**config.mk**
```make
export PLATFORM = sky130hd
export DESIGN_NAME = slu_unit
export DESIGN_NICKNAME = d
export VERILOG_FILES = /design/src/slu_defs.sv /design/src/slu_unit.sv
export SDC_FILE = /design/constraint.sdc
export NUM_CORES = 1
export LEC_CHECK = 0
export BUFFER_PORTS_ARGS = -buffer_cell sky130_fd_sc_hd__buf_2
export CAP_MARGIN = 5
export CORE_ASPECT_RATIO = 2
export CORE_MARGIN = 2
export CORE_UTILIZATION = 40
export DETAILED_ROUTE_END_ITERATION = 10
export GPL_TIMING_DRIVEN = 0
export PLACE_DENSITY = 0.66
export SYNTH_ARGS = -nofsm -noshare
export SYNTH_HDL_FRONTEND = slang
export SYNTH_SLANG_ARGS = --single-unit
export TNS_END_PERCENT = 20
```
**constraint.sdc**
```tcl
create_clock -name i_clk -period 7.34 [get_ports i_clk]
set_input_delay 1.468 -clock i_clk [delete_from_list [all_inputs] [get_ports i_clk]]
set_output_delay 1.468 -clock i_clk [all_outputs]
set_load 0.005 [all_outputs]
```
**src/slu_defs.sv**
```systemverilog
// Shared constants of the scalar logical unit and its mask generator module.
// Assumes a 16-bit parcel stream from issue logic and 64-bit scalar words.
package slu_pkg;
  localparam int WORD_W = 64;
  localparam int PARCEL_W = 16;
  localparam int IMM_W = 22;
  localparam int OP_W = 7;
  localparam int DES_W = 3;
  localparam int CNT_W = 6;
  localparam int OP_MSB = 15;
  localparam int OP_LSB = 9;
  localparam int I_MSB = 8;
  localparam int I_LSB = 6;
  localparam int J_MSB = 5;
  localparam int J_LSB = 3;
  localparam int K_MSB = 2;
  localparam int K_LSB = 0;
  localparam int SIGN_POS = 63;
  localparam logic [OP_W-1:0] OP_ENTER_POS = 7'h20;
  localparam logic [OP_W-1:0] OP_ENTER_NEG = 7'h21;
  localparam logic [OP_W-1:0] OP_MASK_RIGHT = 7'h22;
  localparam logic [OP_W-1:0] OP_MASK_LEFT = 7'h23;
  localparam logic [OP_W-1:0] OP_AND = 7'h24;
  localparam logic [OP_W-1:0] OP_AND_NOT = 7'h25;
  localparam logic [OP_W-1:0] OP_XOR = 7'h26;
  localparam logic [OP_W-1:0] OP_EQV = 7'h27;
  localparam logic [OP_W-1:0] OP_MERGE = 7'h28;
  localparam logic [OP_W-1:0] OP_OR = 7'h29;
  localparam logic [DES_W-1:0] DES_ZERO = 3'h0;
  localparam logic [WORD_W-1:0] WORD_ZERO = 64'h0000_0000_0000_0000;
  localparam logic [WORD_W-1:0] WORD_SIGN = 64'h8000_0000_0000_0000;
  localparam logic [WORD_W-1:0] WORD_NO_SIGN = 64'h7FFF_FFFF_FFFF_FFFF;
  typedef enum logic [0:0] {ST_IDLE, ST_WAIT_IMM} slu_state_type;
endpackage

`timescale 1ns/1ns
// Right-justified ones mask: bit b is set when b plus the count stays below the word width.
// Purely combinational; the caller registers the result.
module slu_mask_gen
  import slu_pkg::*;
#(
  parameter int WIDTH = WORD_W
)
(
  input wire logic [CNT_W-1:0] i_count,
  output logic [WIDTH-1:0] o_mask
);
  initial
  begin
    if (WIDTH != (1 << CNT_W))
    begin
      $error("slu_mask_gen: width must match the count field range");
    end
  end
  genvar b;
  generate
    for (b = 0; b < WIDTH; b++)
    begin : g_bit
      assign o_mask[b] = (b + int'(i_count)) < WIDTH;
    end
  endgenerate
endmodule

```
**src/slu_unit.sv**
```systemverilog
// Scalar logical functional unit: immediate entry, mask forming and bitwise operations.
// Assumes issue logic presents operand words (Sj, Sk, prior Si) with the first parcel.
// Behaviour
// - Collect two parcels, immediate spans j,k,m
// - Positive immediate enters the field value
// - Negative immediate recovers value from complement
// - Right mask: 64 minus count low ones
// - Left mask: count ones from top
// - Zero k designator selects sign bit word
// - Product is bitwise AND of sources
// - Product: j zero clears, k zero sign
// - Product with complement: Sj and not Sk
// - Difference is exclusive OR with special cases
// - Equivalence sets bits where sources agree
// - Equivalence both zero: all but sign set
// - Merge takes Sj bits where mask set
// - Merge equals Sj&Sk or Si&~Sk
// - Sum is bitwise inclusive OR of sources
// - Sum: k zero forces sign bit on
// - Masks and constants execute in this unit
// - Bitwise opcodes operate on 64-bit words
`timescale 1ns/1ns
module slu_unit
  import slu_pkg::*;
#(
  parameter int DATA_W = WORD_W
)
(
  input wire logic i_clk,
  input wire logic i_reset,
  input wire logic i_parcel_valid,
  input wire logic [PARCEL_W-1:0] i_parcel,
  input wire logic [DATA_W-1:0] i_sj,
  input wire logic [DATA_W-1:0] i_sk,
  input wire logic [DATA_W-1:0] i_si,
  output logic o_result_valid,
  output logic [DES_W-1:0] o_result_addr,
  output logic [DATA_W-1:0] o_result,
  output logic o_unsupported
);
  initial
  begin
    if (DATA_W != WORD_W)
    begin
      $error("slu_unit: only 64-bit scalar words are supported");
    end
  end

  function automatic logic des_is_zero(input logic [DES_W-1:0] d);
    des_is_zero = (d == DES_ZERO);
  endfunction

  slu_state_type state;
  slu_state_type next_state;
  logic neg_pending;
  logic next_neg_pending;
  logic [DES_W-1:0] dest_pending;
  logic [DES_W-1:0] next_dest_pending;
  logic [2*DES_W-1:0] imm_hi;
  logic [2*DES_W-1:0] next_imm_hi;
  logic result_valid;
  logic next_result_valid;
  logic [DES_W-1:0] result_addr;
  logic [DES_W-1:0] next_result_addr;
  logic [DATA_W-1:0] result;
  logic [DATA_W-1:0] next_result;
  logic unsupported;
  logic next_unsupported;

  logic [OP_W-1:0] op;
  logic [DES_W-1:0] des_i;
  logic [DES_W-1:0] des_j;
  logic [DES_W-1:0] des_k;
  logic [CNT_W-1:0] mask_count_field;
  logic [DATA_W-1:0] opnd_j;
  logic [DATA_W-1:0] opnd_k;
  logic [DATA_W-1:0] right_mask;
  logic [DATA_W-1:0] imm_word;
  logic take_first;
  logic take_second;

  assign op = i_parcel[OP_MSB:OP_LSB];
  assign des_i = i_parcel[I_MSB:I_LSB];
  assign des_j = i_parcel[J_MSB:J_LSB];
  assign des_k = i_parcel[K_MSB:K_LSB];
  assign mask_count_field = {des_j, des_k};
  assign take_first = i_parcel_valid && (state == ST_IDLE);
  assign take_second = i_parcel_valid && (state == ST_WAIT_IMM);

  // Zero j reads as a zero word; the address file is never consulted here
  assign opnd_j = des_is_zero(des_j) ? WORD_ZERO : i_sj;
  // Zero k reads as the sign bit operand
  assign opnd_k = des_is_zero(des_k) ? WORD_SIGN : i_sk;
  assign imm_word = {{(DATA_W - IMM_W){1'b0}}, imm_hi, i_parcel};

  slu_mask_gen #(
    .WIDTH(DATA_W)
  ) u_mask (
    .i_count(mask_count_field),
    .o_mask(right_mask)
  );

  always_comb
  begin
    next_state = state;
    next_neg_pending = neg_pending;
    next_dest_pending = dest_pending;
    next_imm_hi = imm_hi;
    next_result_valid = 1'b0;
    next_result_addr = result_addr;
    next_result = result;
    next_unsupported = 1'b0;
    case (state)
      ST_IDLE:
      begin
        if (take_first)
        begin
          // Destination only moves with a result, so refusals and first parcels leave it standing
          next_result_valid = 1'b1;
          if (op == OP_ENTER_POS || op == OP_ENTER_NEG)
          begin
            // Result waits for the second parcel
            next_result_valid = 1'b0;
            next_state = ST_WAIT_IMM;
            next_neg_pending = (op == OP_ENTER_NEG);
            next_dest_pending = des_i;
            next_imm_hi = mask_count_field;
          end
          else if (op == OP_MASK_RIGHT)
          begin
            next_result = right_mask;
          end
          else if (op == OP_MASK_LEFT)
          begin
            next_result = ~right_mask;
          end
          else if (op == OP_AND)
          begin
            next_result = opnd_j & opnd_k;
          end
          else if (op == OP_AND_NOT)
          begin
            next_result = opnd_j & ~opnd_k;
          end
          else if (op == OP_XOR)
          begin
            next_result = opnd_j ^ opnd_k;
          end
          else if (op == OP_EQV)
          begin
            next_result = ~(opnd_j ^ opnd_k);
          end
          else if (op == OP_MERGE)
          begin
            next_result = (opnd_j & opnd_k) | (i_si & ~opnd_k);
          end
          else if (op == OP_OR)
          begin
            next_result = opnd_j | opnd_k;
          end
          else
          begin
            // Foreign opcodes leave the destination untouched
            next_result_valid = 1'b0;
            next_unsupported = 1'b1;
          end
          if (next_result_valid)
          begin
            next_result_addr = des_i;
          end
        end
      end
      ST_WAIT_IMM:
      begin
        if (take_second)
        begin
          next_state = ST_IDLE;
          next_result_valid = 1'b1;
          next_result_addr = dest_pending;
          // The field holds the ones complement, so complementing restores the value
          next_result = neg_pending ? ~imm_word : imm_word;
        end
      end
      default:
      begin
        next_state = ST_IDLE;
      end
    endcase
  end

  always_ff @(posedge i_clk or posedge i_reset)
  begin
    if (i_reset)
    begin
      state <= ST_IDLE;
      neg_pending <= 1'b0;
      dest_pending <= DES_ZERO;
      imm_hi <= '0;
      result_valid <= 1'b0;
      result_addr <= DES_ZERO;
      result <= WORD_ZERO;
      unsupported <= 1'b0;
    end
    else
    begin
      state <= next_state;
      neg_pending <= next_neg_pending;
      dest_pending <= next_dest_pending;
      imm_hi <= next_imm_hi;
      result_valid <= next_result_valid;
      result_addr <= next_result_addr;
      result <= next_result;
      unsupported <= next_unsupported;
    end
  end

  assign o_result_valid = result_valid;
  assign o_result_addr = result_addr;
  assign o_result = result;
  assign o_unsupported = unsupported;

  logic first_imm;
  assign first_imm = take_first && (op == OP_ENTER_POS || op == OP_ENTER_NEG);

  imm_two_parcel_a: assert property (@(posedge i_clk) disable iff (i_reset)
    first_imm |=> !o_result_valid && state == ST_WAIT_IMM)
    else $error("immediate result appeared before second parcel");

  imm_positive_a: assert property (@(posedge i_clk) disable iff (i_reset)
    take_first && op == OP_ENTER_POS ##1 take_second |=>
      o_result_valid && o_result == {42'h0, $past(imm_hi), $past(i_parcel)})
    else $error("positive immediate value wrong");

  imm_negative_a: assert property (@(posedge i_clk) disable iff (i_reset)
    take_first && op == OP_ENTER_NEG ##1 take_second |=>
      o_result_valid && ~o_result == {42'h0, $past(imm_hi), $past(i_parcel)})
    else $error("negative immediate value wrong");

  mask_right_a: assert property (@(posedge i_clk) disable iff (i_reset)
    take_first && op == OP_MASK_RIGHT |=>
      $countones(o_result) == 64 - $past(int'(mask_count_field)) && o_result[0])
    else $error("right mask length wrong");

  mask_left_a: assert property (@(posedge i_clk) disable iff (i_reset)
    take_first && op == OP_MASK_LEFT |=>
      $countones(o_result) == $past(int'(mask_count_field)) && !o_result[0])
    else $error("left mask length wrong");

  and_zero_j_a: assert property (@(posedge i_clk) disable iff (i_reset)
    take_first && op == OP_AND && des_j == DES_ZERO |=> o_result_valid && o_result == WORD_ZERO)
    else $error("product with zero j not cleared");

  andn_sign_a: assert property (@(posedge i_clk) disable iff (i_reset)
    take_first && op == OP_AND_NOT && des_j != DES_ZERO && des_k == DES_ZERO |=>
      o_result == ($past(i_sj) & WORD_NO_SIGN))
    else $error("sign clear form wrong");

  xor_zero_j_a: assert property (@(posedge i_clk) disable iff (i_reset)
    take_first && op == OP_XOR && des_j == DES_ZERO && des_k != DES_ZERO |=> o_result == $past(i_sk))
    else $error("difference with zero j wrong");

  eqv_both_zero_a: assert property (@(posedge i_clk) disable iff (i_reset)
    take_first && op == OP_EQV && des_j == DES_ZERO && des_k == DES_ZERO |=> o_result == WORD_NO_SIGN)
    else $error("equivalence of zeros wrong");

  merge_keep_a: assert property (@(posedge i_clk) disable iff (i_reset)
    take_first && op == OP_MERGE && des_k != DES_ZERO |=>
      ((o_result ^ $past(i_si)) & ~$past(i_sk)) == WORD_ZERO)
    else $error("merge disturbed unmasked bits");

  or_sign_a: assert property (@(posedge i_clk) disable iff (i_reset)
    take_first && op == OP_OR && des_k == DES_ZERO |=> o_result[SIGN_POS] && o_result_valid)
    else $error("sum sign bit not forced");
endmodule

```
# After elaboration in Yosys (flattened, before gate mapping)
# Index checks and enable logic that the tools add are counted.
[op_classes]
eq_ne = 15
n_bitwise = 11
multipliers = 0
n_mux = 48
shift = 0
order_cmp = 64
n_div = 0
addsub = 63
n_reduce_logical = 8
[ops]
columns = ["op", "count"]
rows = [
  ["$lt 32x8->1 const B", 63],
  ["$mux 64", 14],
  ["$add 6x6->7 const A", 32],
  ["$and 64x64->64", 3],
  ["$not 64->64", 3],
  ["$or 64x64->64", 2],
  ["$pmux 64 s2", 1],
  ["$add 5x6->7 const A", 16],
  ["$eq 7x6->1 const B", 10],
  ["$not 22->64", 1],
  ["$xor 64x64->64", 1],
  ["$add 4x6->7 const A", 8],
  ["$add 3x6->7 const A", 4],
  ["$mux 1", 27],
  ["$add 2x6->7 const A", 2],
  ["$mux 3", 3],
  ["$ne 9x1->1 const B", 1],
  ["$add 1x6->7 const A", 1],
  ["$lt 6x7->1 const B", 1],
  ["$logic_not 3->1", 2],
  ["$pmux 3 s2", 1],
  ["$reduce_and 3->1", 2],
  ["$ne 2x1->1 const B", 2],
  ["$ne 2x2->1 const B", 2],
  ["5 further kinds", 7],
]
[totals]
latchBits = 0
input_bits = 211
elab_cells = 217
regBits = 80
ramBits = 0
mem_count = 0
mem_bits_ro = 0
out_inout_bits = 69

# Longest topological paths before layout
# Gate-level depths: netlist (run 1).
[logic_depth]
depth_word = 15
mapped_depth = 14
mapped_depth_nobuf = 10

# Modules after synthesis
# Synthesis (run 1) repeated with hierarchy kept, for this count alone.
[unflattened]
hier_cells = 1985
area_unflattened_um2 = 14078.5
[modules_own_cells]
columns = ["module", "area_per_inst_um2", "cells_each", "n_inst", "seq_area_each_um2"]
rows = [
  ["slu_unit", 13513.0, 1881, 1, 2001.9],
  ["slu_mask_gen", 565.5, 104, 1, 0.0],
]

# Worst setup path before layout (run 1)
# Ideal clock, no wire load.
[synth_timing]
path_kind = "in2reg"
start = "input port i_parcel[1]"
end = "register result[8], in the netlist o_result[8]"
arrival_time_ns = 3.517
path_slack_ns = 3.697
setup_time_ns = 0.126
path_buffers = 4
t_required_ns = 7.214
path_stages = 12
cell_sequence = "buf_2 -> or3_1 -> buf_2 -> clkbuf_1 -> buf_1 -> nand2_1 -> ha_1 -> nand3_1 -> o21ai_0 -> a21oi_1 -> o221ai_1 -> a221o_1"
[synth_between]
elab_chain_cells = 15
word_cells_on_any_way = 24
classes_between = "add/sub: 1; order compare: 1; mux: 12; bitwise: 9; reduce/logical: 1"
[synth_lines]
columns = ["item", "line", "source"]
rows = [
  ["from (decl)", "slu_unit.sv:32", "input wire logic [PARCEL_W-1:0] i_parcel,"],
  ["branches (longest 11 deep; another with $lt 32x8->1)", "--", ""],
  ["$mux 64 *", "slu_unit.sv:129", "else if (op == OP_MASK_RIGHT)"],
  ["$mux 64 *", "slu_unit.sv:120", "if (op == OP_ENTER_POS || op == OP_ENTER_NEG)"],
  ["$mux 64 *", "slu_unit.sv:116", "if (take_first)"],
  ["$pmux 64 s2 *", "slu_unit.sv:113", "case (state)"],
  ["to (signal assigned)", "slu_unit.sv:212", "result <= next_result;"],
  ["to (decl)", "slu_unit.sv:65", "logic [DATA_W-1:0] result;"],
]
# Every way passes the cells marked *. The select of a mux whose other input is x is not followed.
# A chain may end at the register's enable or synchronous reset.

# Worst setup path in the final report (run 1)
[layout_timing]
start = "input port i_parcel[1]"
end = "register result[47], in the netlist o_result[47]"
[layout_between]
elab_chain_cells = 15
word_cells_on_any_way = 24
classes_between = "add/sub: 1; order compare: 1; mux: 12; bitwise: 9; reduce/logical: 1"
[layout_lines]
columns = ["item", "line"]
rows = [
  ["branches (longest 11 deep; another with $lt 32x8->1)", "--"],
  ["$mux 64 *", "slu_unit.sv:129"],
  ["$mux 64 *", "slu_unit.sv:120"],
  ["$mux 64 *", "slu_unit.sv:116"],
  ["$pmux 64 s2 *", "slu_unit.sv:113"],
]
# Marked as above.

==> results of run 1 <==
routing by layer:
layer  vias to the layer above  GRT usage, %
met1                      7901          51.7
met2                      1309          78.9
met5                         -             0
met4                         2          52.1
met3                       513          12.0
li1                       6827             -
area by class of cell:
class | instances | area [um2] | area share [%]
sequential | 80 | 2000 | 13.3
clock buffer | 9 | 225 | 1.50
clock inverter | 7 | 133 | 0.882
multi-input combinational | 1376 | 9510 | 63.2
buffer | 146 | 643 | 4.28
timing repair buffer | 280 | 1440 | 9.56
inverter | 146 | 551 | 3.66
antenna | 5 | 12.5 | 0.0832
tap | 423 | 529 | 3.52
flip-flops by register name, summed over array words and instances, names as in the netlist:
signal,cells
o_result,64
state,1
o_unsupported,1
dest_pending,3
o_result_addr,3
imm_hi,6
o_result_valid,1
neg_pending,1
metrics by stage:
step | cell area (um2) | power (mW)
after global routing | 15000 | 2.24
after global placement | 14600 | 1.50
after detailed placement | 14700 | 1.52
after floorplan | 12700 | 1.10
final | 15000 | 2.17
after CTS | 15000 | 2.12
kinds of logic (layout without fill, tap and decap cells):
group           count (synthesis)  count (layout)
simple gates                  441             441
xor+xnor                       57              57
flops                          80              80
compound gates                646             646
other cells                     0               5
fa+ha+maj                     192             192
buf+inv                       292             588
mux                            40              40
cell usage after synthesis (7+ instances only):
cell	count	share of area, %
a211oi_1	39	2.3
a21boi_0	8	0.47
a21o_1	24	1.4
a21oi_1	201	7.9
a221oi_1	29	2.0
a22oi_1	9	0.53
a31oi_1	14	0.69
buf_1	14	0.41
buf_2	46	1.8
clkbuf_1	80	2.4
dfrtp_1	80	16
ha_1	192	19
inv_1	144	4.3
mux2_2	9	0.80
mux2i_1	31	2.4
nand2_1	246	7.3
nand2b_1	14	0.69
nand3_1	20	0.79
nor2_1	69	2.0
nor2b_1	7	0.35
nor3_1	31	1.2
o211ai_1	44	2.6
o21a_1	13	0.77
o21ai_0	128	5.1
o221ai_1	9	0.62
o22ai_1	40	2.0
o31ai_1	19	1.1
xnor2_1	44	3.0
xor2_1	13	0.90
final timing paths:
path	end	startpoint	cells past startpoint
max	o_result[47]	i_parcel[1]	11
min in group asynchronous	dest_pending[1]	i_reset	2
min reg2reg	o_result_addr[0]	o_result_addr[0]	2
max in group asynchronous	o_result[25]	i_reset	3
min	o_result_addr[0]	o_result_addr[0]	2
max reg2reg	o_result[24]	state	7
power groups by stage:
stage	combinational (mW)	sequential (mW)	clock (mW)
floorplan	0.470	0.626	0
global placement	0.857	0.643	0
detailed placement	0.881	0.644	0
CTS	0.885	0.635	0.601
global route	0.977	0.648	0.613
finish	0.918	0.643	0.608
tightest hold or removal path: cells and delay by family, from the launching register on:
family	cells	cell delay [ns]
DFF	1	0.35
AOI/OAI and AO/OA	1	0.06
and+or+nand+nor	1	0.04
==> results.yml, run 1 <==
place:
  dp_slack_ns: 1.88
  gp_congestion: 1.10
  io_buffers: 275
  dpl.hpwl_um: 64300
  dp_cells: 2451
global_routing:
  grt_pass1_wl_um: 116000
  grt_max_degree: 42
  overflow: 0
  antenna_found_initial: 2
  grt_usage_pct: 50.2
  first_global_vias: 16300
synthesis:
  synth_area_mm2: 0.0127
  synth.area.mux_share_pct: 3.25
  syn_nets: 2151
  synthXorXnorAreaFrac_pct: 3.94
  avgSynthCellArea_um2: 7.26
  synth_fa_ha_area_share_pct: 18.9
  synth_ff_type: "dfrtp_1"
  ys_seq_elements: 80
  yosysSeqAreaShare_pct: 15.8
  async_flop_share_pct: 100
  synth_compound_area_share_pct: 32.6
  yosysWarnings: 0
  synth-edff-count: 0
  synth_top_family_by_area: "compound AO/OA/AOI/OAI gates"
  synth_cell_type_count: 84
  synth_simple_gate_area_share_pct: 16.1
  syn_inst: 1748
sta:
  fin_ws_ns: 1.92
  relSlewSlack_pct: 4.38
  worst_pin_slew_ns: 1.43
  fin_worst_skew_ns: 0.0163
  fmax_mhz: 184
  finalSetupViolCount: 0
  setup_tns_ns: 0
  fin_crit_ns: 5.42
  slew_violations: 0
  finalHoldViolations: 0
  whs_ns: 0.481
  finalCritPeriodShare_pct: 73.9
  rsz0062_at_grt: "false"
layout:
  drive_above_1_share_pct: 19.2
  area_growth_syn_to_layout_pct: 18.6
  final_cell_mix: "buf_2, nand2_1, a21oi_1"
  final_common_cell: "buf_2"
  utilization_pct: 47.9
  finalNonFillerCells: 2472
  fillers: 3356
  nets: 2442
power_and_ir_drop:
  p_int_mw: 1.25
  pwr-share-comb_pct: 42.3
  p_seq_share_pct: 29.6
  vdd_drop_max_uv: 120
  p_leak_nw: 7.47
  netSwitchingFraction_pct: 42.4
  p_clk_share_pct: 28.1
  p_per_area_mw_per_mm2: 144
  p_switching_mw: 0.919
detailed_routing:
  drt_pass1_iterations: 7
  wl_per_cell_um: 34.3
  drt_iter0_drc: 2038
  met3_length_um: 8090
  ant_nets: 0
  routed.top_layer: "met5"
  wirelength_met1_um: 26800
  routed-wl-met2_um: 38400
  vias_per_cell: 6.70
  num_vias: 16600
  wl_um: 84700
  drc: 0
floorplan:
  row_count: 92
  die_h_um: 256
  start_util_pct: 40.4
  coreArea_mm2: 0.0314
  dieWidth_um: 130
  die_area_mm2: 0.0332
  boundaryPins: 280
worst_setup_path:
  cp_common_cell: "buf_2"
  worst-setup-path-type: "input port to register"
  crit_arrival_ns: 5.68
  worstSetupStartpointType: "input port"
  crit_chain: "buf_2 -> or3_1 -> buf_2 -> clkbuf_1 -> buf_1 -> nand2_1 -> ha_1 -> o21ai_0 -> o211ai_1 -> a221oi_1 -> nor2_1"
  end_kind: "register"
  cp_top_family: "buffers and inverters"
  critical_path.max_stage_delay_ns: 0.98
  crit_buf_inv: 4
  crit_required_ns: 7.59
  ff2ff_setup_slack_ns: 3.65
  crit_path_top_delay_cell: "buf_1"
  critPathMaxFanout: 10
clock_tree:
  holdBufCountCts: 0
  post_cts_buffers: 0
  clk_latency_ns: 0.39
  cts_tree: "yes"
  cts_root_buffer: "clkbuf_16"
  clk_pin_slew_ns: 0.08
  cts_buffer_depth: 2
  clock-sinks: 80
  cts_buffers: 9
  htree_num_levels: 3
  cts_resized: 0
flow_run:
  maxCapViolations: 0
worst_hold_path:
  holdCritPathClass: "register to register"
run_status:
  outcome: "finished, final reports clean"
No activity file was read; power rests on OpenSTA's default activity.
==> inputs of run 2 (changes only) <==
Settings changed: PLACE_DENSITY 0.66 to 0.68.
Clock period 7.34 ns to 4.7 ns, I/O delays scaled along.
==> results.yml, run 2 (synthesis gave the netlist of run 1 again) <==
worst_setup_path:
  critPathMaxFanout: 10
  worst-setup-path-type: "input port to register"
  crit_buf_inv: 5
  cp_top_family: "buffers and inverters"
  cp_common_cell: "buf_2"
  crit_arrival_ns: 4.92
  crit_path_top_delay_cell: "clkbuf_1"
  critical_path.max_stage_delay_ns: 0.82
  end_kind: "register"
  worstSetupStartpointType: "input port"
  crit_required_ns: 4.97
  crit_chain: "buf_2 -> buf_2 -> or3_1 -> buf_2 -> clkbuf_1 -> buf_1 -> nand2_1 -> ha_1 -> o21ai_0 -> o211ai_1 -> a221oi_1 -> nor2_1"
run_status:
  outcome: "complete, but fails checks"
  violations: "max-capacitance violations, max-slew violations"
clock_tree:
  cts_tree: "yes"
  cts_buffer_depth: 2
  cts_buffers: 9
  clk_pin_slew_ns: 0.08
  clk_latency_ns: 0.41
  cts_root_buffer: "clkbuf_16"
  htree_num_levels: 3
  clock-sinks: 80
power_and_ir_drop:
  p_seq_share_pct: 29.5
  netSwitchingFraction_pct: 42.3
  p_leak_nw: 7.47
  p_per_area_mw_per_mm2: 225
  p_int_mw: 1.95
  p_clk_share_pct: 28.1
  p_switching_mw: 1.43
  vdd_drop_max_uv: 208
  pwr-share-comb_pct: 42.4
global_routing:
  overflow: 0
  grt_pass1_wl_um: 117000
  first_global_vias: 16300
  antenna_found_initial: 4
  grt_usage_pct: 50.6
  grt_max_degree: 46
layout:
  finalNonFillerCells: 2468
  drive_above_1_share_pct: 19.3
  design_area_mm2: 0.0150
  final_cell_mix: "buf_2, nand2_1, a21oi_1"
  largest_register_ffs: 64
  fillers: 3312
  nets: 2442
  utilization_pct: 47.9
  area_growth_syn_to_layout_pct: 18.6
  final_common_cell: "buf_2"
detailed_routing:
  num_vias: 16400
  vias_per_cell: 6.64
  drt_iter0_drc: 1828
  wl_um: 84400
  drt_pass1_iterations: 7
  drc: 0
  wl_per_cell_um: 34.2
  ant_nets: 0
sta:
  slew_violations: 5
  finalCritPeriodShare_pct: 99.1
  fin_crit_ns: 4.66
  worst_pin_slew_ns: 1.53
  relSlewSlack_pct: -2.94
  fmax_mhz: 215
  finalHoldViolations: 0
  setup_tns_ns: 0
  fin_worst_skew_ns: 0.00939
  finalSetupViolCount: 0
  rsz0062_at_grt: "false"
worst_hold_path:
  holdCritPathClass: "register to register"
place:
  dp_cells: 2450
  gp_congestion: 1.07
  io_buffers: 275
  dpl.hpwl_um: 63200
  post_dp_cell_area_mm2: 0.0147
floorplan:
  start_util_pct: 40.4
  row_count: 92
  die_area_mm2: 0.0332
  die_h_um: 256
  dieWidth_um: 130
  coreArea_mm2: 0.0314
  boundaryPins: 280
flow_run:
  maxCapViolations: 2
[run 2: through the flow]
step | setup WS [ns] | hold slack (ns) | total power [mW]
floorplan | 1.59 | 0.470 | 1.71
global placement | -0.250 | 0.462 | 2.34
detailed placement | -0.310 | 0.466 | 2.38
CTS | 0.102 | 0.483 | 3.31
global route | 0.132 | 0.510 | 3.50
finish | 0.0428 | 0.480 | 3.38
[run 2: layout make-up]
type                       count  area [um2]  area share, %
antenna                        1        2.50         0.0166
multi-input combinational   1376        9510           63.2
buffer                       146         644           4.28
inverter                     146         551           3.66
timing repair buffer         280        1450           9.63
clock buffer                   9         225           1.50
tap                          423         529           3.52
clock inverter                 7         133          0.882
sequential                    80        2000           13.3
[run 2: routing by layer]
| layer | vias up | track usage, % | wire (um) |
|---|---|---|---|
| li1 | 6815 | - | - |
| met1 | 7762 | 52.0 | 26800 |
| met2 | 1286 | 78.8 | 38000 |
| met3 | 511 | 14.9 | 8440 |
| met4 | 8 | 50.0 | 11000 |
| met5 | - | 1.39 | 112 |
[run 2: worst paths after layout]
path                                       start               end  slack [ns]  depth (start not counted)
worst max-delay path                 i_parcel[3]      o_result[47]        0.04                         12
worst min-delay path            o_result_addr[0]  o_result_addr[0]        0.48                          2
worst max register to register             state      o_result[58]        0.97                          7
worst min register to register  o_result_addr[0]  o_result_addr[0]        0.48                          2
max in group asynchronous                i_reset    o_result_valid        3.40                          3
min in group asynchronous                i_reset      o_result[20]        0.59                          2
[run 2: timing repair]
item                       4_1_cts  5_1_grt
setup endpoints to repair        0        2
gates resized for setup          0        3
setup buffers                    0        0
hold buffers                     0        0
[run 2: power by group through the flow]
stage	clock network [mW]	registers (mW)	logic, mW
floorplan	0	0.977	0.734
global placement	0	1.00	1.34
detailed placement	0	1.00	1.37
CTS	0.938	0.992	1.38
global route	0.956	1.01	1.54
finish	0.952	0.999	1.43
[run 2: worst reg2reg max path: cells and delay by family (launching register included)]
kind / cells / cell delay [ns]
AOI/OAI and AO/OA: 3 / 1.57
buffers and inverters: 3 / 1.46
DFF: 1 / 0.37
and+or+nand+nor: 1 / 0.26
